===== src/tsi_defs.vh =====
// constants for the tdm bus to serial ingress block
`ifndef TSI_DEFS_VH
`define TSI_DEFS_VH

// register byte offsets on the wishbone port
`define TSI_ADDR_W      8
`define TSI_ADDR_CTRL   8'h00
`define TSI_ADDR_STAT   8'h04
`define TSI_ADDR_PCNT   8'h08

// control register fields
`define TSI_CTRL_W      6
`define TSI_CTRL_RST    6'h00
`define TSI_CTRL_TPORT  0
`define TSI_CTRL_CAS    1
`define TSI_CTRL_ODD    2
`define TSI_CTRL_PFP    3
`define TSI_CTRL_PPL    4
`define TSI_CTRL_J1SEL  5

// status register fields
`define TSI_ST_LOCK     0
`define TSI_ST_FLY      1
`define TSI_ST_PERR     2
`define TSI_ST_MISAL    3
`define TSI_ST_ALARM    4
`define TSI_ST_TPL      5
`define TSI_STICKY_RST  4'h0

// framing figures
`define TSI_MF_TRIB     6'd4
`define TSI_MF_CAS      6'd48
`define TSI_J1_OFS_A    14'd0
`define TSI_J1_OFS_B    14'd522

// line rate over byte rate gives bits per character
`define TSI_LINE_KBPS   777600
`define TSI_BYTE_KHZ    77760
`define TSI_BITS_CHAR   (`TSI_LINE_KBPS / `TSI_BYTE_KHZ)

// comma character halves and code balance
`define TSI_K28_6B      6'h0F
`define TSI_K28_4B      4'h5
`define TSI_BAL6        3'd3
`define TSI_BAL4        3'd2
`define TSI_PCNT_W      16

`endif


===== src/tsi_ingress.v =====
// ingress byte bus sampler, aligner and dual 8b/10b serial transmitter
//
// Overview of operation
// upstream pulses frame pulse on first C1
// tributary mode: pulse every fourth C1 octet
// flywheel alignment when frame pulse absent
// with signaling, pulse on 48-frame boundaries
// transport: J1 pulses, offset 0 or 522
// pulse after J1 marks multiframe, V1 frame
// sample all bus inputs on reference clock
// bus columns driven by unique upstream sources
// parity covers data and mode-dependent flags
// payload flag marks tributary octets, justification
// fractional links: flag only valid octets
// locked tributaries drive flag as floating
// locked tributaries: indicator floating or low
// indicator moves with matching flag adjustment
// transport: flag high payload, low overhead
// transport: indicator marks V5 bytes
// tributary payload used only in transport
// tributary alarm used only in transport
// 8b/10b encode, bit a sent first
// ten line bits per bus byte
// transmit pulse when C1 character sent
// transmit pulse every 4 or 48 frames
// system clock is the master clock
// reference clock tied to system clock
// parity mismatch reported to software
// working and protect links carry same
`timescale 1ns/1ps
`default_nettype none
`include "tsi_defs.vh"

module tsi_ingress #(
    parameter FRAME_BYTES = 9720,   // octets per frame
    parameter C1_OCTETS   = 1,      // c1 octets ahead of j1
    parameter BCW         = 14      // frame octet counter width
) (
    // system clock and reset
    input  wire        clk,
    input  wire        rst,
    // wishbone slave
    input  wire        wb_cyc_i,
    input  wire        wb_stb_i,
    input  wire        wb_we_i,
    input  wire [7:0]  wb_adr_i,
    input  wire [31:0] wb_dat_i,
    input  wire [3:0]  wb_sel_i,
    output reg         wb_ack_o,
    output reg  [31:0] wb_dat_o,
    // incoming byte bus
    input  wire        incomingFramePulse,
    input  wire [7:0]  incomingBusByte,
    input  wire        incomingParity,
    input  wire        incomingPayloadFlag,
    input  wire        incomingPayloadIndicator,
    input  wire        incomingTributaryPayload,
    input  wire        incomingTributaryAlarm,
    // serial links and transmit frame pulse
    output reg         txWorkP,
    output reg         txWorkN,
    output reg         txProtP,
    output reg         txProtN,
    output reg         txFramePulse
);

    // 5b/6b code for negative running disparity, bit a in msb
    function [5:0] tsi_enc6;
        input [4:0] x;
        begin
            case (x)
                5'h00: tsi_enc6 = 6'h27;
                5'h01: tsi_enc6 = 6'h1D;
                5'h02: tsi_enc6 = 6'h2D;
                5'h03: tsi_enc6 = 6'h31;
                5'h04: tsi_enc6 = 6'h35;
                5'h05: tsi_enc6 = 6'h29;
                5'h06: tsi_enc6 = 6'h19;
                5'h07: tsi_enc6 = 6'h38;
                5'h08: tsi_enc6 = 6'h39;
                5'h09: tsi_enc6 = 6'h25;
                5'h0A: tsi_enc6 = 6'h15;
                5'h0B: tsi_enc6 = 6'h34;
                5'h0C: tsi_enc6 = 6'h0D;
                5'h0D: tsi_enc6 = 6'h2C;
                5'h0E: tsi_enc6 = 6'h1C;
                5'h0F: tsi_enc6 = 6'h17;
                5'h10: tsi_enc6 = 6'h1B;
                5'h11: tsi_enc6 = 6'h23;
                5'h12: tsi_enc6 = 6'h13;
                5'h13: tsi_enc6 = 6'h32;
                5'h14: tsi_enc6 = 6'h0B;
                5'h15: tsi_enc6 = 6'h2A;
                5'h16: tsi_enc6 = 6'h1A;
                5'h17: tsi_enc6 = 6'h3A;
                5'h18: tsi_enc6 = 6'h33;
                5'h19: tsi_enc6 = 6'h26;
                5'h1A: tsi_enc6 = 6'h16;
                5'h1B: tsi_enc6 = 6'h36;
                5'h1C: tsi_enc6 = 6'h0E;
                5'h1D: tsi_enc6 = 6'h2E;
                5'h1E: tsi_enc6 = 6'h1E;
                default: tsi_enc6 = 6'h2B;
            endcase
        end
    endfunction

    // 3b/4b code for negative running disparity, bit f in msb
    function [3:0] tsi_enc4;
        input [2:0] y;
        begin
            case (y)
                3'h0: tsi_enc4 = 4'hB;
                3'h1: tsi_enc4 = 4'h9;
                3'h2: tsi_enc4 = 4'h5;
                3'h3: tsi_enc4 = 4'hC;
                3'h4: tsi_enc4 = 4'hD;
                3'h5: tsi_enc4 = 4'hA;
                3'h6: tsi_enc4 = 4'h6;
                default: tsi_enc4 = 4'hE;
            endcase
        end
    endfunction

    // count of ones in a sub-block
    function [2:0] tsi_ones;
        input [5:0] v;
        begin
            tsi_ones = {2'b00, v[0]} + {2'b00, v[1]} + {2'b00, v[2]}
                     + {2'b00, v[3]} + {2'b00, v[4]} + {2'b00, v[5]};
        end
    endfunction

    localparam integer   BITS_CHAR = `TSI_BITS_CHAR; // line bits per byte
    localparam [3:0]     BITS_LAST = BITS_CHAR[3:0] - 4'd1;
    localparam [BCW-1:0] BYTE_LAST = FRAME_BYTES[BCW-1:0] - 1'b1;
    localparam [BCW-1:0] J1_BASE   = C1_OCTETS[BCW-1:0];

    reg  [13:0] sync1Reg;              // first synchroniser stage
    reg  [13:0] sync2Reg;              // second synchroniser stage
    reg  [3:0]  divReg;                // bit slot within a character
    reg  [`TSI_CTRL_W-1:0] ctrlReg;    // software mode controls
    reg  [3:0]  stickyReg;             // perr, misal, alarm, tpl
    reg         lockReg;               // a frame pulse was seen
    reg         flyReg;                // last boundary had no pulse
    reg  [`TSI_PCNT_W-1:0] pcntReg;    // parity error tally
    reg  [BCW-1:0] byteReg;            // octet index of next byte
    reg  [5:0]  frameReg;              // frame index of next byte
    reg         rdReg;                 // running disparity, 1 = plus
    reg  [9:0]  shiftReg;              // character being serialised
    reg         kPendReg;              // shifted char is multiframe c1

    wire       fpS   = sync2Reg[13];
    wire [7:0] datS  = sync2Reg[12:5];
    wire       parS  = sync2Reg[4];
    wire       plS   = sync2Reg[3];
    wire       v5S   = sync2Reg[2];
    wire       tplS  = sync2Reg[1];
    wire       aisS  = sync2Reg[0];
    wire       tport = ctrlReg[`TSI_CTRL_TPORT];
    wire       byteEn = (divReg == BITS_LAST);
    wire       wbReq  = wb_cyc_i & wb_stb_i & ~wb_ack_o;
    wire       wbWr   = wbReq & wb_we_i & wb_sel_i[0];

    reg  [BCW-1:0] j1Pos;              // j1 octet index in frame
    reg  [5:0]  mfLast;                // last frame of multiframe
    reg         fpC1;                  // pulse taken as c1 marker
    reg         fpMf;                  // pulse after j1 in transport
    reg  [BCW-1:0] curByte;            // octet index of this byte
    reg  [5:0]  curFrame;              // frame index of this byte
    reg         parErr;                // parity mismatch this byte
    reg         misal;                 // pulse off expected octet
    reg         kChar;                 // send comma for this byte

    // frame pulse decode and position of the current byte
    always @* begin
        j1Pos = J1_BASE + (ctrlReg[`TSI_CTRL_J1SEL] ?
                `TSI_J1_OFS_B : `TSI_J1_OFS_A);
        mfLast = (tport | ~ctrlReg[`TSI_CTRL_CAS]) ?
                 `TSI_MF_TRIB - 6'd1 : `TSI_MF_CAS - 6'd1;
        fpMf = tport & fpS & lockReg
             & (byteReg == j1Pos + 1'b1);
        fpC1 = fpS & ~(tport & lockReg & ((byteReg == j1Pos)
             | (byteReg == j1Pos + 1'b1)));
        curByte  = fpC1 ? {BCW{1'b0}} : byteReg;
        curFrame = frameReg;
        if (fpMf | (fpC1 & ~tport)) begin
            curFrame = 6'd0;
        end
        misal = fpC1 & lockReg & ((byteReg != {BCW{1'b0}})
              | (~tport & (frameReg != 6'd0)));
        kChar = (curByte == {BCW{1'b0}}) & (curFrame == 6'd0);
        parErr = ^{datS, parS, ctrlReg[`TSI_CTRL_ODD],
                   (tport ? (fpS & ctrlReg[`TSI_CTRL_PFP]) : v5S),
                   (plS & (~tport | ctrlReg[`TSI_CTRL_PPL]))};
    end

    reg  [5:0] c6;                     // raw 6b sub-block
    reg  [3:0] c4;                     // raw 4b sub-block
    reg        rdMid;                  // disparity after 6b
    reg        alt7;                   // alternate code for y = 7
    reg  [9:0] code;                   // encoded character
    reg        rdNext;                 // disparity after character

    // 8b/10b encoder with comma insertion
    always @* begin
        c6 = kChar ? `TSI_K28_6B : tsi_enc6(datS[4:0]);
        if (rdReg & ((tsi_ones(c6) != `TSI_BAL6)
            | (~kChar & (datS[4:0] == 5'h07)))) begin
            code[9:4] = ~c6;
        end else begin
            code[9:4] = c6;
        end
        rdMid = (tsi_ones(c6) != `TSI_BAL6) ? ~rdReg : rdReg;
        alt7 = rdMid ? ((datS[4:0] == 5'h0B) | (datS[4:0] == 5'h0D)
                      | (datS[4:0] == 5'h0E))
                     : ((datS[4:0] == 5'h11) | (datS[4:0] == 5'h12)
                      | (datS[4:0] == 5'h14));
        if (kChar) begin
            c4 = `TSI_K28_4B;
        end else if ((datS[7:5] == 3'h7) & alt7) begin
            c4 = 4'h7;
        end else begin
            c4 = tsi_enc4(datS[7:5]);
        end
        if (rdMid & ((tsi_ones({2'b00, c4}) != `TSI_BAL4)
            | kChar | (datS[7:5] == 3'h3))) begin
            code[3:0] = ~c4;
        end else begin
            code[3:0] = c4;
        end
        rdNext = (tsi_ones({2'b00, c4}) != `TSI_BAL4) ? ~rdMid : rdMid;
    end

    // two-stage synchroniser on every bus input
    always @(posedge clk or posedge rst) begin
        if (rst) begin
            sync1Reg <= 14'h0000;
            sync2Reg <= 14'h0000;
        end else begin
            sync1Reg <= {incomingFramePulse, incomingBusByte,
                         incomingParity, incomingPayloadFlag,
                         incomingPayloadIndicator,
                         incomingTributaryPayload,
                         incomingTributaryAlarm};
            sync2Reg <= sync1Reg;
        end
    end

    // byte-slot divider: one bus byte per character time
    always @(posedge clk or posedge rst) begin
        if (rst) begin
            divReg <= 4'h0;
        end else if (byteEn) begin
            divReg <= 4'h0;
        end else begin
            divReg <= divReg + 4'h1;
        end
    end

    // frame and multiframe counters with flywheel
    always @(posedge clk or posedge rst) begin
        if (rst) begin
            byteReg  <= {BCW{1'b0}};
            frameReg <= 6'd0;
            lockReg  <= 1'b0;
            flyReg   <= 1'b0;
        end else if (byteEn) begin
            if (curByte == BYTE_LAST) begin
                byteReg  <= {BCW{1'b0}};
                frameReg <= (curFrame >= mfLast) ?
                            6'd0 : curFrame + 6'd1;
            end else begin
                byteReg  <= curByte + 1'b1;
                frameReg <= curFrame;
            end
            if (fpC1) begin
                lockReg <= 1'b1;
                flyReg  <= 1'b0;
            end else if (kChar & lockReg) begin
                flyReg  <= 1'b1;
            end
        end
    end

    // serialiser: both links from one shift register
    always @(posedge clk or posedge rst) begin
        if (rst) begin
            rdReg        <= 1'b0;
            shiftReg     <= 10'h000;
            kPendReg     <= 1'b0;
            txWorkP      <= 1'b0;
            txWorkN      <= 1'b1;
            txProtP      <= 1'b0;
            txProtN      <= 1'b1;
            txFramePulse <= 1'b0;
        end else begin
            if (byteEn) begin
                shiftReg <= code;
                rdReg    <= rdNext;
                kPendReg <= kChar;
            end else begin
                shiftReg <= {shiftReg[8:0], 1'b0};
            end
            txWorkP      <= shiftReg[9];
            txWorkN      <= ~shiftReg[9];
            txProtP      <= shiftReg[9];
            txProtN      <= ~shiftReg[9];
            txFramePulse <= byteEn & kPendReg;
        end
    end

    // wishbone slave, status flags and parity tally
    always @(posedge clk or posedge rst) begin
        if (rst) begin
            wb_ack_o  <= 1'b0;
            wb_dat_o  <= 32'h00000000;
            ctrlReg   <= `TSI_CTRL_RST;
            stickyReg <= `TSI_STICKY_RST;
            pcntReg   <= {`TSI_PCNT_W{1'b0}};
        end else begin
            wb_ack_o <= wbReq;
            // read data; unmapped offsets read zero
            if (wbReq & ~wb_we_i) begin
                case (wb_adr_i)
                    `TSI_ADDR_CTRL: wb_dat_o <= {26'h0, ctrlReg};
                    `TSI_ADDR_STAT: wb_dat_o <= {26'h0, stickyReg,
                                                 flyReg, lockReg};
                    `TSI_ADDR_PCNT: wb_dat_o <= {16'h0, pcntReg};
                    default:        wb_dat_o <= 32'h00000000;
                endcase
            end
            if (wbWr & (wb_adr_i == `TSI_ADDR_CTRL)) begin
                ctrlReg <= wb_dat_i[`TSI_CTRL_W-1:0];
            end
            // sticky flags: write one clears, a new event wins
            stickyReg <= (wbWr & (wb_adr_i == `TSI_ADDR_STAT)) ?
                         stickyReg & ~wb_dat_i[5:2] : stickyReg;
            if (byteEn) begin
                stickyReg <= ((wbWr & (wb_adr_i == `TSI_ADDR_STAT)) ?
                              stickyReg & ~wb_dat_i[5:2] : stickyReg)
                           | {tport & tplS, tport & aisS,
                              misal, parErr};
            end
            // saturating tally of parity errors, cleared on write
            if (wbWr & (wb_adr_i == `TSI_ADDR_PCNT)) begin
                pcntReg <= {`TSI_PCNT_W{1'b0}};
            end else if (byteEn & parErr & ~&pcntReg) begin
                pcntReg <= pcntReg + 1'b1;
            end
        end
    end

endmodule
`default_nettype wire


===== config.mk =====
export PLATFORM = sky130hd
export DESIGN_NAME = tsi_ingress
export DESIGN_NICKNAME = d
export VERILOG_FILES = /design/src/tsi_ingress.v
export VERILOG_INCLUDE_DIRS = /design/src
export SDC_FILE = /design/constraint.sdc
export NUM_CORES = 1
export LEC_CHECK = 0
export ABC_AREA = 1
export BUFFER_PORTS_ARGS = -buffer_cell sky130_fd_sc_hd__buf_2
export CAP_MARGIN = 10
export CORE_ASPECT_RATIO = 0.75
export CORE_MARGIN = 3
export CORE_UTILIZATION = 62
export DETAILED_ROUTE_END_ITERATION = 8
export PLACE_DENSITY = 0.93
export SLEW_MARGIN = 15
export SYNTH_ARGS = -nofsm -noshare
export SYNTH_HDL_FRONTEND = slang
export SYNTH_SLANG_ARGS = --single-unit

===== constraint.sdc =====
create_clock -name clk -period 18.17 [get_ports clk]
set_input_delay 1.817 -clock clk [delete_from_list [all_inputs] [get_ports clk]]
set_output_delay 1.817 -clock clk [all_outputs]
set_load 0.02 [all_outputs]

==> results of run 1 <==
-- power by group --
group	switching (uW)	leakage (uW)	internal (uW)
Combinational	152	0.00214	76.3
Sequential	11.8	0.00144	268
Clock	99.0	0.000146	97.0
Total	263	0.00373	441
-- worst paths after layout --
kind | startpoint | to | slack (ns)
max | byteReg[11] | shiftReg[3] | 10.06
min | sync1Reg[9] | sync2Reg[9] | 0.35
max reg2reg | byteReg[11] | shiftReg[3] | 10.06
min reg2reg | sync1Reg[9] | sync2Reg[9] | 0.35
max in group asynchronous | rst | byteReg[12] | 15.69
min in group asynchronous | rst | sync1Reg[0] | 1.42
-- cell usage after synthesis (all sizes together) (2+ instances only) --
cell / number
o21ai: 55
nor2: 67
nor4: 5
o22ai: 7
a21oi: 23
or2: 4
nor3: 17
a221oi: 3
nor3b: 2
nand3b: 6
nand4: 20
ha: 21
buf: 31
xor2: 9
xnor2: 11
fa: 4
o21bai: 2
dfrtp: 111
clkbuf: 11
nand2: 216
nand3: 80
inv: 115
o211ai: 5
-- area by class of cell --
cell class / count / area share
flip-flops and latches: 112 / 0.395
well taps: 132 / 0.0233
clock buffers: 9 / 0.0317
repair buffers: 57 / 0.0414
multi-input cells: 583 / 0.436
clock inverters: 7 / 0.0102
inverters: 116 / 0.0621
-- worst reg2reg max path: cells and delay by family (launching register included) --
kind	cells	cell delay (ns)
AO/OA/AOI/OAI	3	0.75
adder cells (fa/ha/maj)	8	2.68
buffers and inverters	9	0.86
flip-flops	1	0.45
AND/OR/NAND/NOR	21	3.25
-- metal layers --
layer / global-route usage / vias to the layer above
met2: 0.415 / 375
met3: 0.0565 / 41
li1: - / 2752
met1: 0.364 / 2705
met5: 0 / -
met4: 0.0985 / 0
-- cells by family after synthesis --
| group | count (synthesis) | share of synthesized area |
|---|---|---|
| AOI/OAI and AO/OA | 102 | 0.0885 |
| xor gates and xnor gates | 20 | 0.0267 |
| adders and majority gates | 25 | 0.0524 |
| buffers and inverters | 158 | 0.109 |
| DFF | 112 | 0.428 |
| muxes | 1 | 0.00172 |
| other | 1 | 0.000573 |
| and+or+nand+nor | 419 | 0.293 |
-- placed cells by master (no fill, tap or decap), types with 16 or more instances in the layout --
| master | n |
|---|---|
| a21oi_1 | 23 |
| buf_2 | 55 |
| conb_1 | 16 |
| dfrtp_1 | 111 |
| ha_1 | 21 |
| inv_1 | 107 |
| nand2_1 | 203 |
| nand3_1 | 77 |
| nand4_1 | 20 |
| nor2_1 | 63 |
| o21ai_0 | 42 |
-- through the flow --
| step | std cells | hold slack (ns) | total power, uW | setup slack [ns] | cell area, um^2 |
|---|---|---|---|---|---|
| after floorplan | 853 | 0.331 | 469 | 11.48 | 6610 |
| after global placement | 1000 | 0.332 | 494 | 10.66 | 6800 |
| after detailed placement | 1000 | 0.335 | 504 | 10.42 | 6800 |
| after CTS | 1016 | 0.353 | 704 | 10.15 | 7090 |
| after global routing | 1016 | 0.358 | 746 | 9.35 | 7100 |
| final | 1016 | 0.352 | 703 | 10.06 | 7100 |
-- sequential cells by signal (all words and copies together) (netlist names), 4 cells and up --
register   count
shiftReg      10
byteReg       14
divReg         4
sync1Reg      14
wb_dat_o      16
stickyReg      4
pcntReg       16
sync2Reg      14
ctrlReg        6
frameReg       6
==> flow_summary.yaml, run 1 <==
status:
  status: "finished, final reports clean"
placement:
  gp_congestion: 0.925
  io_buffers: 55
  hpwl_mm: 10.5
route:
  vias_per_cell: 5.78
  route.detailed.drc: 0
  wl_per_cell_um: 14.9
  num_vias: 5873
  routed_wirelength_mm: 15.1
  final_antenna_net_count: 0
  routed-wl-met3_mm: 1.53
  drt_iter0_drc: 650
  firstDrtPassIters: 7
  highest_layer: "met4"
  wl_met2_mm: 6.85
  wl_met1_mm: 6.38
worst_setup_path:
  critPathSlowestCell: "fa_1"
  cp.required_ns: 18.42
  critPathBufInv: 9
  reg2reg_depth: 41
  startpoint_type: "flop"
  cp_common_cell: "inv_1"
  max_stage_delay_ns: 0.49
  cp.arrival_ns: 8.36
  cp_max_fo: 26
  path_depth: 41
  crit_path_end_kind: "flop"
  critPathTopFamily: "simple AND/OR/NAND/NOR gates"
  path_class: "flop to flop"
yosys:
  syn_inst: 838
  ys_seq_elements: 112
  ys_seq_area_frac: 0.428
  synth.top_cell.area_share: 0.424
  synth_cell_types: 51
  netlist_area_um2: 6550
  avgSynthCellArea_um2: 7.81
  synthFlopType: "dfrtp_1"
  synth_top_cells_by_area: "dfrtp_1 (42%), nand2_1 (12%), inv_1 (6.2%)"
  async_reset_ff_frac: 1.00
  synth-edff-count: 0
  yosysWarnings: 0
  yosysTopAreaCell: "dfrtp_1"
clock_network:
  cts_sinks: 112
  post-cts-setup-buffer-count: 0
  root_buffer: "clkbuf_16"
  clk_pin_slew_ns: 0.08
  cts_tree: "yes"
  h-tree-depth: 3
  ctsResizeCount: 0
  clkLatencyLatePin_ns: 0.36
  numCtsBuffers: 9
  cts_buffer_depth: 2
  cts_hold_buffers: 0
sta:
  period_share: 0.446
  rsz0062_at_grt: "no"
  worstMarginPinSlew_ns: 0.946
  skew_ns: 0.0117
  max_slew_margin: 0.364
  finalSetupViolCount: 0
  clock.fmax_ghz: 0.123
  final_hold_viol_count: 0
  finalSetupTns_ns: 0
  finalMaxSlewViolations: 0
  period_minus_slack_ns: 8.11
final_layout:
  multiInputGateArea_um2: 3100
  antennaDiodeCount: 0
  nets: 967
  fillers: 729
  drive_gt1_frac: 0.127
  syn2layout_area_growth_pct: 8.37
  regArea_um2: 2800
  fin_util: 0.712
floorplanning:
  pin_count: 101
  fp.dieW_um: 125
  rows: 31
  die_h_um: 95.0
  start_util: 0.657
  die-area_um2: 11800
  core_region_area_um2: 9970
global_route:
  grt_use_total: 0.263
  grt.overflow.total: 0
  grt_pass1_vias: 5468
  grt_max_degree: 88
  grt_pass1_wl_mm: 25.5
  antenna_found_initial: 0
job:
  drv_cap: 0
power:
  power.leakage_uw: 0.00373
  ir_worst_vdd_uv: 105
  power_density_nw_per_um2: 99.1
worst_hold_path:
  hp-class: "flop to flop"
  hold_depth: 0
(Power assumes the default switching activity.)
==> run 2, diff against run 1 <==
--- a/config.mk
+++ b/config.mk
@@ -6,14 +6,14 @@
 export SDC_FILE = /design/constraint.sdc
 export NUM_CORES = 1
 export LEC_CHECK = 0
-export ABC_AREA = 1
+export ABC_AREA = 0
 export BUFFER_PORTS_ARGS = -buffer_cell sky130_fd_sc_hd__buf_2
 export CAP_MARGIN = 10
 export CORE_ASPECT_RATIO = 0.75
 export CORE_MARGIN = 3
-export CORE_UTILIZATION = 62
+export CORE_UTILIZATION = 51
 export DETAILED_ROUTE_END_ITERATION = 8
-export PLACE_DENSITY = 0.93
+export PLACE_DENSITY = 0.83
 export SLEW_MARGIN = 15
 export SYNTH_ARGS = -nofsm -noshare
 export SYNTH_HDL_FRONTEND = slang
==> constraint.sdc (replaced) <==
create_clock -name clk -period 7.1 [get_ports clk]
set_input_delay 0.71 -clock clk [delete_from_list [all_inputs] [get_ports clk]]
set_output_delay 0.71 -clock clk [all_outputs]
set_load 0.02 [all_outputs]
==> run 2 against run 1 <==
Net effect:
- utilization is 9.6 points lower
- non-clock buffer count is 34 higher
- sequential cell count stayed put
- global-route usage down 4.7 points
- synthesized area down 5.8%
- clock power grew to 2.6 times the previous value
==> flow_summary.yaml, run 2 <==
status:
  status: "finished, final reports clean"
yosys:
  yosysTopAreaCell: "dfrtp_1"
  avgSynthCellArea_um2: 9.67
  synth.top_cell.area_share: 0.450
  ys_seq_elements: 112
  ys_seq_area_frac: 0.455
  synth_cell_types: 70
  synthFlopType: "dfrtp_1"
  async_reset_ff_frac: 1.00
  syn_inst: 638
  yosysWarnings: 0
  synth-edff-count: 0
  netlist_area_um2: 6170
  post-synth-top-count-cell: "dfrtp_1"
  synth_common_cells: "dfrtp_1 (111), nor2_1 (62), nand2_1 (53)"
  synth_top_cells_by_area: "dfrtp_1 (45%), ha_1 (4.3%), nor2_1 (3.8%)"
route:
  num_vias: 5254
  wl_per_cell_um: 16.8
  firstDrtPassIters: 5
  vias_per_cell: 6.01
  routed_wirelength_mm: 14.7
  final_antenna_net_count: 0
  route.detailed.drc: 0
  drt_iter0_drc: 472
sta:
  worst_slack_ns: 0.0109
  rsz0062_at_grt: "yes"
  final_hold_viol_count: 0
  period_share: 0.998
  max_slew_margin: 0.228
  finalMaxSlewViolations: 0
  clock.fmax_ghz: 0.141
  worstMarginPinSlew_ns: 1.15
  skew_ns: 0.00999
  finalSetupTns_ns: 0
  finalSetupViolCount: 0
  whs_ns: 0.350
  period_minus_slack_ns: 7.09
final_layout:
  instances_no_fill: 874
  fillers: 909
  fin_util: 0.616
  syn2layout_area_growth_pct: 16.8
  antennaDiodeCount: 0
  nets: 795
  final_cell_mix: "dfrtp_1 (107), nor2_1 (59), buf_2 (55), nand2_1 (50), o21ai_0 (38)"
  drive_gt1_frac: 0.237
  final_common_cell: "dfrtp_1"
  top_regs: "pcntReg: 16 flops, wb_dat_o: 16 flops"
clock_network:
  clk_pin_slew_ns: 0.08
  numCtsBuffers: 9
  h-tree-depth: 3
  root_buffer: "clkbuf_16"
  cts_buffer_depth: 2
  cts_tree: "yes"
  cts_sinks: 112
  clkLatencyLatePin_ns: 0.36
worst_setup_path:
  cp.required_ns: 7.36
  cp.arrival_ns: 7.35
  cp_max_fo: 6
  crit_path_end_kind: "flop"
  crit_start: "ctrlReg[5]"
  critPathTopFamily: "adder cells"
  critPathBufInv: 2
  critPathSlowestCell: "fa_1"
  reg2reg_from: "ctrlReg[5]"
  cp_common_cell: "fa_1"
  max_stage_delay_ns: 0.58
  path_class: "flop to flop"
  startpoint_type: "flop"
floorplanning:
  start_util: 0.527
  die_h_um: 101
  rows: 34
  die-area_um2: 13500
  fp.dieW_um: 133
  core_region_area_um2: 11700
  pin_count: 101
power:
  swShare: 0.372
  ir_worst_vdd_uv: 200
  power.leakage_uw: 0.00330
  power_frac_clock: 0.219
  switching_power_uw: 867
  p_comb_frac: 0.432
  intPower_uw: 1460
  power_density_nw_per_um2: 323
  pwr-share-seq: 0.348
global_route:
  grt_pass1_wl_mm: 23.6
  grt_pass1_vias: 4884
  grt_use_total: 0.216
  grt_max_degree: 66
  grt.overflow.total: 0
  antenna_found_initial: 0
placement:
  dp.cells: 847
  hpwl_mm: 10.0
  gp_congestion: 0.895
  io_buffers: 55
  place_ws_ns: -0.0716
worst_hold_path:
  hp-class: "flop to flop"
  holdCritStartpoint: "sync1Reg[3]"
job:
  drv_cap: 0
==> run 2: changes by cell type in the layout (fill, tap and decap cells not counted), sizes merged, moves of 10 or more <==
cell,previous run,this run
buf,57,91
and3,1,11
or3,0,12
a22o,1,15
o21ai,55,41
nand3,80,15
inv,118,26
and2,1,14
mux2,1,12
nand2,216,53
==> run 2: worst paths after layout <==
| check | end | slack (ns) | cells past startpoint |
|---|---|---|---|
| min in group asynchronous | frameReg[4] | 0.43 | 2 |
| worst min register to register | sync2Reg[3] | 0.35 | 0 |
| max in group asynchronous | byteReg[1] | 5.41 | 3 |
| worst max-delay path | shiftReg[3] | 0.01 | 29 |
| worst min-delay path | sync2Reg[3] | 0.35 | 0 |
| worst max register to register | shiftReg[3] | 0.01 | 29 |
==> run 2: kinds of logic (layout without fill, tap and decap cells) <==
logic type	Yosys count	after routing	share of synthesized area
adders and majority gates	26	26	0.0572
xor gates and xnor gates	28	28	0.0398
AOI/OAI and AO/OA	144	144	0.157
other	1	16	0.000608
and+or+nand+nor	235	235	0.199
buffers and inverters	72	131	0.0564
muxes	20	20	0.0349
DFF	112	112	0.455
==> run 2: worst register-to-register path: cells and delay by family, from the launching register on <==
family	cells	cell delay, ns
fa+ha+maj	8	2.76
simple gates	10	1.84
compound gates	8	1.64
buf+inv	2	0.08
flops	1	0.45
xor+xnor	1	0.21
==> run 2: layer usage <==
metal  track usage  vias up  wire (um)
met5             0        -          0
met4        0.0695        0        241
met3        0.0437       30       1110
met2         0.346      259       6990
met1         0.299     2583       6330
li1              -     2382          -
==> run 2: power by group through the flow <==
stage	Sequential, uW	Combinational [uW]	Clock, uW
floorplan	807	627	0
global placement	811	795	0
detailed placement	820	838	0
CTS	808	879	516
global route	822	1100	542
finish	812	1010	511
==> run 2: what timing repair did <==
action | in CTS | in global routing
hold buffers | 0 | 0
resized for setup | 10 | 28
pin swaps | 8 | 25
endpoints found under the setup margin | 4 | 5
endpoints found under the hold margin | 0 | 0
setup buffers | 2 | 9
==> run 2: area by class of cell <==
class                      count  area [um^2]  share of cell area
timing repair buffer          91          546              0.0757
multi-input combinational    469         3250               0.451
clock buffer                  10          239              0.0332
inverter                      24         92.6              0.0129
tap                          162          203              0.0281
clock inverter                 6         63.8             0.00886
sequential                   112         2810               0.390
==> run 2: metrics by stage <==
stage | cell area, um^2 | power, uW
final | 7200 | 2330
after global routing | 7200 | 2470
after CTS | 7020 | 2200
after global placement | 6660 | 1610
after floorplan | 6250 | 1430
after detailed placement | 6660 | 1660
